`src/inc/hpms_pkg.sv`:
```
// constants for the host-port mailbox and status block
// Contract
// - status word reaches the host port only; CPU has no read path.
// - status read starts no internal memory cycle.
// - bit 15 is one while bus supply exceeds 4.4 V.
// - bit 14 follows the identification pin level.
// - bits 12 and 10 flag frame-start or packet-end on engines 2 and 1.
// - bits 9 and 1 flag bus reset on engines 2 and 1.
// - bit 8 set by host mailbox write, cleared by CPU mailbox read.
// - bits 7 and 6 flag resume on engines 2 and 1.
// - bits 5 and 4 set by doorbell writes, cleared by host status read.
// - bits 3 and 2 flag packet done or endpoint events per engine.
// - bit 0 set by CPU mailbox write, cleared by host mailbox read.
// - mailbox holds the last sixteen-bit message written by host or CPU; a host write wins a collision.
// - doorbell write data is never stored.
// - doorbell write sets its flag and raises the host interrupt.
// - CPU mailbox write raises host interrupt; host mailbox read drops it.
package hpms_pkg;
	localparam logic [15:0] OFS_ENGINE1_DOORBELL = 16'h0144;
	localparam logic [15:0] OFS_ENGINE2_DOORBELL = 16'h0148;
	localparam logic [15:0] OFS_SHARED_MAILBOX   = 16'hC0C6;
	localparam logic [15:0] MAILBOX_RST          = 16'h0000;

	// status word bit positions
	localparam int BIT_VBUS      = 15;
	localparam int BIT_ID        = 14;
	localparam int BIT_RSV13     = 13;
	localparam int BIT_SOF2      = 12;
	localparam int BIT_RSV11     = 11;
	localparam int BIT_SOF1      = 10;
	localparam int BIT_BUSRESET2 = 9;
	localparam int BIT_MBX_IN    = 8;
	localparam int BIT_WAKEUP2   = 7;
	localparam int BIT_WAKEUP1   = 6;
	localparam int BIT_DOORBELL2 = 5;
	localparam int BIT_DOORBELL1 = 4;
	localparam int BIT_DONE2     = 3;
	localparam int BIT_DONE1     = 2;
	localparam int BIT_BUSRESET1 = 1;
	localparam int BIT_MBX_OUT   = 0;

	// index of each engine event into the event vectors
	localparam int EV_SOF1      = 0;
	localparam int EV_SOF2      = 1;
	localparam int EV_BUSRESET1 = 2;
	localparam int EV_BUSRESET2 = 3;
	localparam int EV_WAKEUP1   = 4;
	localparam int EV_WAKEUP2   = 5;
	localparam int EV_DONE1     = 6;
	localparam int EV_DONE2     = 7;
	localparam int EV_COUNT     = 8;

	localparam logic RESERVED_VAL = 1'b0;
	localparam logic FLAG_RST     = 1'b0;
endpackage

```
`src/core/hpms_status.sv`:
```
// host-port mailbox, doorbells and status word
`timescale 1ns/1ps
module hpms_status #(
	parameter int DW = 16
) (
	input  wire logic                            clk,
	input  wire logic                            nrst,
	input  wire logic                            hp_stat_rd,
	input  wire logic                            hp_mbx_rd,
	input  wire logic                            hp_mbx_wr,
	input  wire logic [DW-1:0]                   hp_wdata,
	output logic      [DW-1:0]                   hp_rdata,
	output logic                                 hp_rvalid,
	output logic                                 hp_mem_cycle,
	output logic                                 host_port_irq,
	input  wire logic                            cpu_wr,
	input  wire logic                            cpu_rd,
	input  wire logic [15:0]                     cpu_addr,
	input  wire logic [DW-1:0]                   cpu_wdata,
	output logic      [DW-1:0]                   cpu_rdata,
	input  wire logic                            vbus_valid,
	input  wire logic                            id_level,
	input  wire logic [hpms_pkg::EV_COUNT-1:0]   ev_set,
	input  wire logic [hpms_pkg::EV_COUNT-1:0]   ev_ack
);
	logic [DW-1:0]                 mailbox;
	logic                          mbx_in_flag;
	logic                          mbx_out_flag;
	logic                          engine1_doorbell_flag;
	logic                          engine2_doorbell_flag;
	wire  [hpms_pkg::EV_COUNT-1:0] ev_flag;
	logic                          vbus_q;
	logic                          id_q;
	logic [DW-1:0]                 next_status;

	function automatic logic cpu_hit(input logic [15:0] a, input logic [15:0] ofs);
		return a == ofs;
	endfunction

	wire cpu_mbx_wr = cpu_wr && cpu_hit(cpu_addr, hpms_pkg::OFS_SHARED_MAILBOX);
	wire cpu_mbx_rd = cpu_rd && cpu_hit(cpu_addr, hpms_pkg::OFS_SHARED_MAILBOX);
	wire cpu_db1_wr = cpu_wr && cpu_hit(cpu_addr, hpms_pkg::OFS_ENGINE1_DOORBELL);
	wire cpu_db2_wr = cpu_wr && cpu_hit(cpu_addr, hpms_pkg::OFS_ENGINE2_DOORBELL);
	// status read only counts when the mailbox is not also selected
	wire stat_take  = hp_stat_rd && !hp_mbx_rd;

	always_ff @(posedge clk or negedge nrst) begin
		if (!nrst) begin
			mailbox <= hpms_pkg::MAILBOX_RST;
		end else if (hp_mbx_wr) begin
			mailbox <= hp_wdata;
		end else if (cpu_mbx_wr) begin
			mailbox <= cpu_wdata;
		end
	end

	always_ff @(posedge clk or negedge nrst) begin
		if (!nrst) begin
			mbx_in_flag <= hpms_pkg::FLAG_RST;
		end else if (hp_mbx_wr) begin
			mbx_in_flag <= 1'b1;
		end else if (cpu_mbx_rd) begin
			mbx_in_flag <= 1'b0;
		end
	end

	always_ff @(posedge clk or negedge nrst) begin
		if (!nrst) begin
			mbx_out_flag <= hpms_pkg::FLAG_RST;
		end else if (cpu_mbx_wr) begin
			mbx_out_flag <= 1'b1;
		end else if (hp_mbx_rd) begin
			mbx_out_flag <= 1'b0;
		end
	end

	// doorbell data never stored, only the written event matters
	// doorbell flags, host status read clears
	always_ff @(posedge clk or negedge nrst) begin
		if (!nrst) begin
			engine1_doorbell_flag <= hpms_pkg::FLAG_RST;
			engine2_doorbell_flag <= hpms_pkg::FLAG_RST;
		end else begin
			engine1_doorbell_flag <= cpu_db1_wr || (engine1_doorbell_flag && !stat_take);
			engine2_doorbell_flag <= cpu_db2_wr || (engine2_doorbell_flag && !stat_take);
		end
	end

	always_ff @(posedge clk or negedge nrst) begin
		if (!nrst) begin
			host_port_irq <= 1'b0;
		end else if (cpu_mbx_wr || cpu_db1_wr || cpu_db2_wr) begin
			host_port_irq <= 1'b1;
		end else if (hp_mbx_rd) begin
			host_port_irq <= 1'b0;
		end
	end

	// sticky engine events held until acknowledged
	genvar gi;
	generate
		for (gi = 0; gi < hpms_pkg::EV_COUNT; gi++) begin : g_ev
			// one flop per event keeps each process the only writer
			logic held;
			always_ff @(posedge clk or negedge nrst) begin
				if (!nrst) begin
					held <= hpms_pkg::FLAG_RST;
				end else begin
					held <= ev_set[gi] || (held && !ev_ack[gi]);
				end
			end
			assign ev_flag[gi] = held;
		end
	endgenerate

	always_ff @(posedge clk or negedge nrst) begin
		if (!nrst) begin
			vbus_q <= 1'b0;
			id_q   <= 1'b0;
		end else begin
			vbus_q <= vbus_valid;
			id_q   <= id_level;
		end
	end

	always_comb begin
		next_status                          = '0;
		next_status[hpms_pkg::BIT_VBUS]      = vbus_q;
		next_status[hpms_pkg::BIT_ID]        = id_q;
		next_status[hpms_pkg::BIT_RSV13]     = hpms_pkg::RESERVED_VAL;
		next_status[hpms_pkg::BIT_SOF2]      = ev_flag[hpms_pkg::EV_SOF2];
		next_status[hpms_pkg::BIT_RSV11]     = hpms_pkg::RESERVED_VAL;
		next_status[hpms_pkg::BIT_SOF1]      = ev_flag[hpms_pkg::EV_SOF1];
		next_status[hpms_pkg::BIT_BUSRESET2] = ev_flag[hpms_pkg::EV_BUSRESET2];
		next_status[hpms_pkg::BIT_BUSRESET1] = ev_flag[hpms_pkg::EV_BUSRESET1];
		next_status[hpms_pkg::BIT_MBX_IN]    = mbx_in_flag;
		next_status[hpms_pkg::BIT_WAKEUP2]   = ev_flag[hpms_pkg::EV_WAKEUP2];
		next_status[hpms_pkg::BIT_WAKEUP1]   = ev_flag[hpms_pkg::EV_WAKEUP1];
		next_status[hpms_pkg::BIT_DOORBELL2] = engine2_doorbell_flag;
		next_status[hpms_pkg::BIT_DOORBELL1] = engine1_doorbell_flag;
		next_status[hpms_pkg::BIT_DONE2]     = ev_flag[hpms_pkg::EV_DONE2];
		next_status[hpms_pkg::BIT_DONE1]     = ev_flag[hpms_pkg::EV_DONE1];
		next_status[hpms_pkg::BIT_MBX_OUT]   = mbx_out_flag;
	end

	// status only on host data; mailbox read wins a collision
	always_ff @(posedge clk or negedge nrst) begin
		if (!nrst) begin
			hp_rdata  <= '0;
			hp_rvalid <= 1'b0;
		end else begin
			hp_rvalid <= hp_stat_rd || hp_mbx_rd;
			if (hp_mbx_rd) begin
				hp_rdata <= mailbox;
			end else if (hp_stat_rd) begin
				hp_rdata <= next_status;
			end
		end
	end

	// only mailbox traffic occupies the memory path
	always_ff @(posedge clk or negedge nrst) begin
		if (!nrst) begin
			hp_mem_cycle <= 1'b0;
		end else begin
			hp_mem_cycle <= hp_mbx_rd || hp_mbx_wr;
		end
	end

	// CPU sees the mailbox, never the status word
	always_ff @(posedge clk or negedge nrst) begin
		if (!nrst) begin
			cpu_rdata <= '0;
		end else begin
			cpu_rdata <= cpu_mbx_rd ? mailbox : '0;
		end
	end
endmodule

```
`config.mk`:
```
export PLATFORM = sky130hd
export DESIGN_NAME = hpms_status
export DESIGN_NICKNAME = d
export VERILOG_FILES = /design/src/inc/hpms_pkg.sv /design/src/core/hpms_status.sv
export SDC_FILE = /design/constraint.sdc
export NUM_CORES = 1
export LEC_CHECK = 0
export ABC_AREA = 1
export BUFFER_PORTS_ARGS = -buffer_cell sky130_fd_sc_hd__buf_2
export CORE_MARGIN = 1.5
export CORE_UTILIZATION = 40
export CTS_BUF_LIST = sky130_fd_sc_hd__clkbuf_2
export CTS_CLUSTER_SIZE = 30
export DETAILED_ROUTE_END_ITERATION = 16
export GPL_TIMING_DRIVEN = 0
export PLACE_DENSITY_LB_ADDON = 0.25
export SLEW_MARGIN = 15
export SYNTH_ARGS = -nofsm -noshare
export SYNTH_HDL_FRONTEND = slang
export SYNTH_SLANG_ARGS = --single-unit
```
`constraint.sdc`:
```
create_clock -name clk -period 2.1 [get_ports clk]
set_clock_uncertainty 0.15 [all_clocks]
set_input_delay 0.315 -clock clk [delete_from_list [all_inputs] [get_ports clk]]
set_output_delay 0.315 -clock clk [all_outputs]
set_load 0.02 [all_outputs]
```
Word-level counts from Yosys, hierarchy flattened
Cells that the tools add are included.
- bits in registers: 65
- bits of input ports: 73
- output and inout bits: 35
- logic and storage cells: 77
- eq/ne operators: 3
- muxes and demuxes: 10
- reductions and logical operators: 44
- operator list (operator ; number):
    $mux W16 ; 5
    $eq A16 B9 Y1 const B ; 2
    $eq A16 B16 Y1 const B ; 1
    $logic_and A1 B1 Y1 ; 15
    $logic_or A1 B1 Y1 ; 14
    $logic_not A1 Y1 ; 10
    $reduce_bool A2 Y1 ; 5
    $mux W1 ; 5

Depth between registers and ports, before layout
Gate-level depths: netlist of run 1.
- depth after elaboration: 5
- mapped depth: 9
- mapped depth without buffers: 8

Worst setup path before layout of run 1
Ideal clock, no wire load.
- path kind: input-to-reg
- start point: input cpu_addr[11]
- end point: register mailbox[10]
- library setup time: 0.116 ns
- arrival: 1.031 ns
- required time: 1.834 ns
- setup slack: 0.803 ns
- cell stages on the path: 7
- buffers on the path: 1
- cells stage by stage: nor2_2 nand2_1 nor2_2 nand3_4 buf_2 nand3_1 nand2_1
- cells in the longest elaborated chain, start to end: 3
- ends and longest elaborated chain (item ; RTL line ; source):
    start, declared ; hpms_status.sv:18 ; input wire logic [15:0] cpu_addr,
    $eq A16 B16 Y1 ; hpms_status.sv:37 ; return a == ofs;
    $logic_and A1 B1 Y1 ; hpms_status.sv:40 ; wire cpu_mbx_wr = cpu_wr && cpu_hit(cpu_addr, hpms_pkg::OFS_SHARED_MAILBOX);
    $reduce_bool A2 Y1 (no line) ; -- ;
    end signal, assigned ; hpms_status.sv:49 ; mailbox <= hpms_pkg::MAILBOX_RST;
    end signal, assigned ; hpms_status.sv:51 ; mailbox <= hp_wdata;
    end signal, assigned ; hpms_status.sv:53 ; mailbox <= cpu_wdata;
    end, declared ; hpms_status.sv:26 ; logic [DW-1:0] mailbox;
No other way between the ends.
A chain may end at the register's enable or synchronous reset.

Worst setup path after layout of run 1
- start point: input hp_mbx_rd
- end point: register hp_rdata[2]
- cells in the longest elaborated chain, start to end: 1
- elaborated cells between the ends (all ways): 2
- those cells by class: mux: 1; reduce/logical: 1
- ends and longest elaborated chain (item ; RTL line ; source):
    start, declared ; hpms_status.sv:9 ; input wire logic hp_mbx_rd,
    $mux W16 / $reduce_bool A2 Y1 (equally long branches) ; -- ;
    end signal, assigned ; hpms_status.sv:154 ; hp_rdata <= mailbox;
    end signal, assigned ; hpms_status.sv:156 ; hp_rdata <= next_status;
    end, declared ; hpms_status.sv:12 ; output logic [DW-1:0] hp_rdata,
Several ways; a longest one is shown, not always the timed one.

==> impl_metrics.ini, run 1 <==
[clocking]
cts_tree = built
path_clk_slew_ns = 0.17
cts_htree_levels = 3
cts.root.buffer_cell = clkbuf_2
cts_resized = 0
cts_max_path_buffers = 2
cts.sinks = 65
insertion_delay_ns = 0.49
cts_buffers = 9

[detailed_routing]
wire_per_inst_um = 11.67
first_pass_iters = 4
via_count = 2614
drtAntennaViolNets = 0
drc = 0
drt_iter0_markers = 103
viasPerCell = 4.371
totalWireLength_mm = 6.977

[logic_synthesis]
syn_area_um2 = 2799
syn_inst = 323
synth_nets = 396
ys_warn_count = 0
syn_area_per_cell_um2 = 8.665
ys_ff_latch = 65
ys_seq_area_share_pct = 58.11
netlist.area_leader.share_pct = 58.11
synth_top_area_cell = dfrtp_1
synth_area_leaders = dfrtp_1, nand2_1, inv_1, nand3_1, nor2_1
ys_types = 22

[global_route]
grt_max_degree = 36
grt_pass1_wl_mm = 11.59
grt_pass1_vias = 2508
overflow = 0
antenna_found_initial = 0
track_usage_pct = 20.28

[sta]
max_freq_ghz = 0.6289
finalHoldViolCount = 0
finalMaxSlewViolations = 0
slew_headroom_pct = 67.48
period_needed_ns = 1.590
grt_setup_unrepaired = no
setup_violations = 0
worst_pin_slew_ns = 0.4860
fin_crit_sh_pct = 75.71
finalSetupTns_ns = 0

[placement]
gp_congestion = 0.7783
dp.final_hpwl_mm = 4.828
port_buffers = 106
placed_cell_area_um2 = 3472

[critical_path]
slowest_stage = dlygate4sd3_1
cp_top_family = buffers and inverters
cp.required_ns = 2.34
worstPathMaxFanout = 10
crit_chain = dlygate4sd3_1, buf_2, nor2_1, inv_2, o221ai_1
crit_path_start_kind = primary input
end_kind = flop
slowest_delay_ns = 0.54
critPathKind = in2reg
path_buf_inv = 3
crit_arrival_ns = 1.83

[cells_and_area]
final_cell_mix = nand2_1, buf_2, dfrtp_1, dlygate4sd3_1, inv_1
drive_gt1_share_pct = 29.28
finalInstanceArea_um2 = 4175
layout.nets = 570
syn_to_final_growth_pct = 49.17
final_common_cell = nand2_1
diodes = 0
final-seq-area_um2 = 1627
utilization_pct = 61.45
multiInputGateArea_um2 = 960.9
fillCellCount = 607

[floorplanning]
dieWidth_um = 86.65
fp.dieH_um = 86.65
core-area_um2 = 6794
dieArea_um2 = 7508
initial_utilization_pct = 41.20
boundaryPins = 108
rows = 30

[power]
power_density_nw_per_um2 = 650.5
p_leak_nw = 2.297
irDropWorstVdd_mv = 0.3344

[status]
status = finished, final reports clean

[hold_path]
hp-class = in2reg

[flow_run]
max_cap_viol_count = 0
power breakdown:
part / switching, mW / internal, mW
Sequential: 0.0476 / 1.33
Combinational: 0.245 / 0.231
Clock: 0.457 / 0.402
Total: 0.750 / 1.97
flip-flops by register name (all words and copies together) (netlist names):
signal,cells
hp_mem_cycle,1
hp_rvalid,1
host_port_irq,1
hp_rdata,16
id_q,1
vbus_q,1
engine2_doorbell_flag,1
engine1_doorbell_flag,1
mbx_out_flag,1
cpu_rdata,16
mbx_in_flag,1
mailbox,16
g_ev.held,8
routing by layer:
metal  track usage (%)  part of all wire (%)
met1             25.65                    46
met2             33.38                    48
met3             3.524                   3.8
met4             10.56                   2.2
met5                 0                     0
what timing repair did:
| action | 4_1_cts | 5_1_grt |
|---|---|---|
| hold buffers | 56 | 0 |
| setup buffers | 0 | 0 |
| hold endpoints to repair | 104 | 0 |
cell families (layout without fill, tap and decap cells):
group | Yosys count | count (layout) | share of synthesized area, %
and+or+nand+nor | 183 | 183 | 27.40
DFF | 65 | 65 | 58.11
buffers and inverters | 49 | 228 | 7.554
AOI/OAI and AO/OA | 26 | 26 | 6.929
cell usage after synthesis (all sizes together):
cell type / count
dfrtp: 65
o21bai: 8
a22oi: 2
nor2: 34
o211ai: 5
inv: 38
o21ai: 4
nand3: 21
nor3: 1
nand2: 127
clkinv: 1
clkbuf: 1
o221ai: 7
buf: 9
stage by stage:
step / setup WS (ns) / power [mW] / cells / hold slack [ns]
global route: 0.4226 / 2.864 / 598 / 0.05377
finish: 0.5100 / 2.716 / 598 / 0.08791
detailed placement: 0.5378 / 1.785 / 526 / 0.1236
CTS: 0.5025 / 2.741 / 598 / 0.02761
global placement: 0.3567 / 1.771 / 525 / 0.2741
floorplan: 0.8029 / 1.596 / 323 / -0.1306
tightest hold or removal path, stage by stage:
cell and delay (ns):
buf_2 0.09, inv_2 0.04, nand2_1 0.05, nor2_1 0.04, nand3_1 0.10, nand2_1 0.06
final timing paths:
| check | startpoint | end | slack, ns | cells after the start |
|---|---|---|---|---|
| worst min-delay path | cpu_addr[2] | engine2_doorbell_flag | 0.09 | 6 |
| worst max register to register | g_ev[4].held | g_ev[4].held | 0.77 | 3 |
| min in group asynchronous | nrst | mailbox[10] | 0.12 | 2 |
| worst min register to register | mbx_in_flag | mbx_in_flag | 0.35 | 2 |
| worst max-delay path | hp_mbx_rd | hp_rdata[2] | 0.51 | 5 |
| max in group asynchronous | nrst | hp_rdata[6] | 1.15 | 3 |
cell type report:
cell class	instances	area share, %
sequential	65	38.96
timing repair buffer	163	26.67
multi-input combinational	209	23.01
inverter	39	3.506
tap	96	2.877
clock inverter	6	2.218
buffer	10	1.558
clock buffer	10	1.199
(Power assumes the default switching activity.)
==> run 2: changes to the inputs <==
- clock period: 2.1 -> 1.6 ns (I/O delays scaled with it)
==> run 2 against run 1 <==
  * Combinational power is 32% higher
  * Cell count is 0.67% higher
  * Critical path type unchanged
  * Critical path depth is 1 higher
  * Sequential share of layout area is 0.46 points lower
  * Clock power is 31% higher
  * Hold slack worse by 0.075 ns
  * Via count is 2.4% higher
  * Non-clock buffer count is 4 higher
  * Final area is 1.2% higher
  * Setup slack worse by 0.48 ns
  * Die area stayed put
  * Wire length is 2.1% higher
==> impl_metrics.ini, run 2 (same netlist as run 1, synthesis figures left out) <==
[clocking]
cts.root.buffer_cell = clkbuf_2
cts.sinks = 65
cts_max_path_buffers = 2
ctsHoldBuffers = 61
cts_htree_levels = 3
path_clk_slew_ns = 0.17
insertion_delay_ns = 0.49
cts_tree = built
cts_buffers = 9

[critical_path]
worstReg2RegStart = g_ev[4].held
cp.required_ns = 1.87
ff2ff_setup_slack_ns = 0.27
reg2reg_depth = 3
crit_top_cell = dlygate4sd3_1
worstPathMaxFanout = 2
critPathLaunch = cpu_addr[3]
crit_path_start_kind = primary input
slowest_delay_ns = 0.58
worstReg2RegEnd = g_ev[4].held
crit_arrival_ns = 1.84
end_kind = flop
slowest_stage = dlygate4sd3_1
critPathKind = in2reg
crit_chain = buf_2, dlygate4sd3_1, nor3_2, nand3_1, dlygate4sd3_1, nand2_1
endpoint = engine1_doorbell_flag

[cells_and_area]
reg.largest.list = cpu_rdata: 16 flops, hp_rdata: 16 flops, mailbox: 16 flops
drive_gt1_share_pct = 29.45
layout.nets = 574
finalInstanceArea_um2 = 4225
final_common_cell = nand2_1
syn_to_final_growth_pct = 50.96
diodes = 0
final_cell_count_no_fill = 602
final_cell_mix = nand2_1, buf_2, dfrtp_1, dlygate4sd3_1, inv_1
utilization_pct = 62.19

[detailed_routing]
via_count = 2677
totalWireLength_mm = 7.121
first_pass_iters = 4
maxUsedRoutingLayer = met4
drt_iter0_markers = 106
drtAntennaViolNets = 0
viasPerCell = 4.447
wire_per_inst_um = 11.83
routed-wl-met3_um = 324
dr_wl_met2_mm = 3.380
drc = 0
wl_met1_mm = 3.211

[global_route]
grt_max_degree = 36
grt_pass1_wl_mm = 11.89
overflow = 0
antenna_found_initial = 0
grt_pass1_vias = 2596
track_usage_pct = 20.77

[flow_run]
max_cap_viol_count = 0

[sta]
period_needed_ns = 1.569
slew_headroom_pct = 67.74
whs_ns = 0.01299
timing.final.ws_setup_ns = 0.03127
worst_pin_slew_ns = 0.4821
finalMaxSlewViolations = 0
fin_crit_sh_pct = 98.05
grt_setup_unrepaired = no
max_freq_ghz = 0.6375
setup_violations = 0
finalSetupTns_ns = 0
finalHoldViolCount = 0

[power]
power_density_nw_per_um2 = 845.4
power_mw = 3.572
p_leak_nw = 2.308
irDropWorstVdd_mv = 0.4412

[placement]
dp.cells = 526
gp_congestion = 0.7783
port_buffers = 106
post-place-ws_ns = 0.1128
placed_cell_area_um2 = 3472
dp.final_hpwl_mm = 4.828

[floorplanning]
boundaryPins = 108
fp.dieH_um = 86.65
initial_utilization_pct = 41.20
dieArea_um2 = 7508
dieWidth_um = 86.65
core-area_um2 = 6794
rows = 30

[hold_path]
hp-class = in2reg

[status]
status = finished, final reports clean
==> run 2: cell count changes in the layout (fill, tap and decap cells not counted) <==
cell | before | now
buf_2 | 112 | 111
nor2_1 | 25 | 24
dlygate4sd3_1 | 56 | 60
nor3_1 | 1 | 0
nor2_2 | 8 | 9
buf_4 | 1 | 2
nor3_2 | 0 | 1
==> run 2: how the worst min path moves through the flow <==
stage / startpoint / end / cells after the start
detailed placement: nrst / cpu_rdata[0] / 1
finish: cpu_addr[14] / engine2_doorbell_flag / 6
floorplan: nrst / cpu_rdata[0] / 0
CTS: cpu_addr[3] / cpu_rdata[14] / 6
global route: nrst / mailbox[10] / 2
global placement: id_level / id_q / 1
==> run 2: critical path: cells and delay by family <==
family / cells / cell delay, ns
buffers and inverters: 3 / 1.27
and+or+nand+nor: 3 / 0.33
==> run 2: power by group <==
part	switching (mW)	total, mW	internal (mW)
clock	0.603	1.13	0.528
combinational	0.324	0.630	0.306
sequential	0.0619	1.81	1.75
==> run 2: routing by layer <==
metal	track usage, %	up-vias
met3	3.714	18
met1	25.96	1203
met5	0	-
li1	-	1360
met4	11.58	0
met2	34.09	96
==> run 2: what timing repair did <==
action                                 in CTS  in global routing
endpoints found under the hold margin     109                  1
gates resized for setup                     0                  3
buffers inserted                            0                  0
setup endpoints to repair                   0                  2
==> run 2: layout make-up <==
class                           count  area [um^2]
Buffer                             10        65.06
Clock inverter                      6        92.59
Clock buffer                       10        50.05
Sequential cell                    65         1627
Multi-Input combinational cell    209        968.4
Fill cell                         602         2569
Inverter                           39        146.4
Tap cell                           96        120.1
Timing Repair Buffer              167         1156
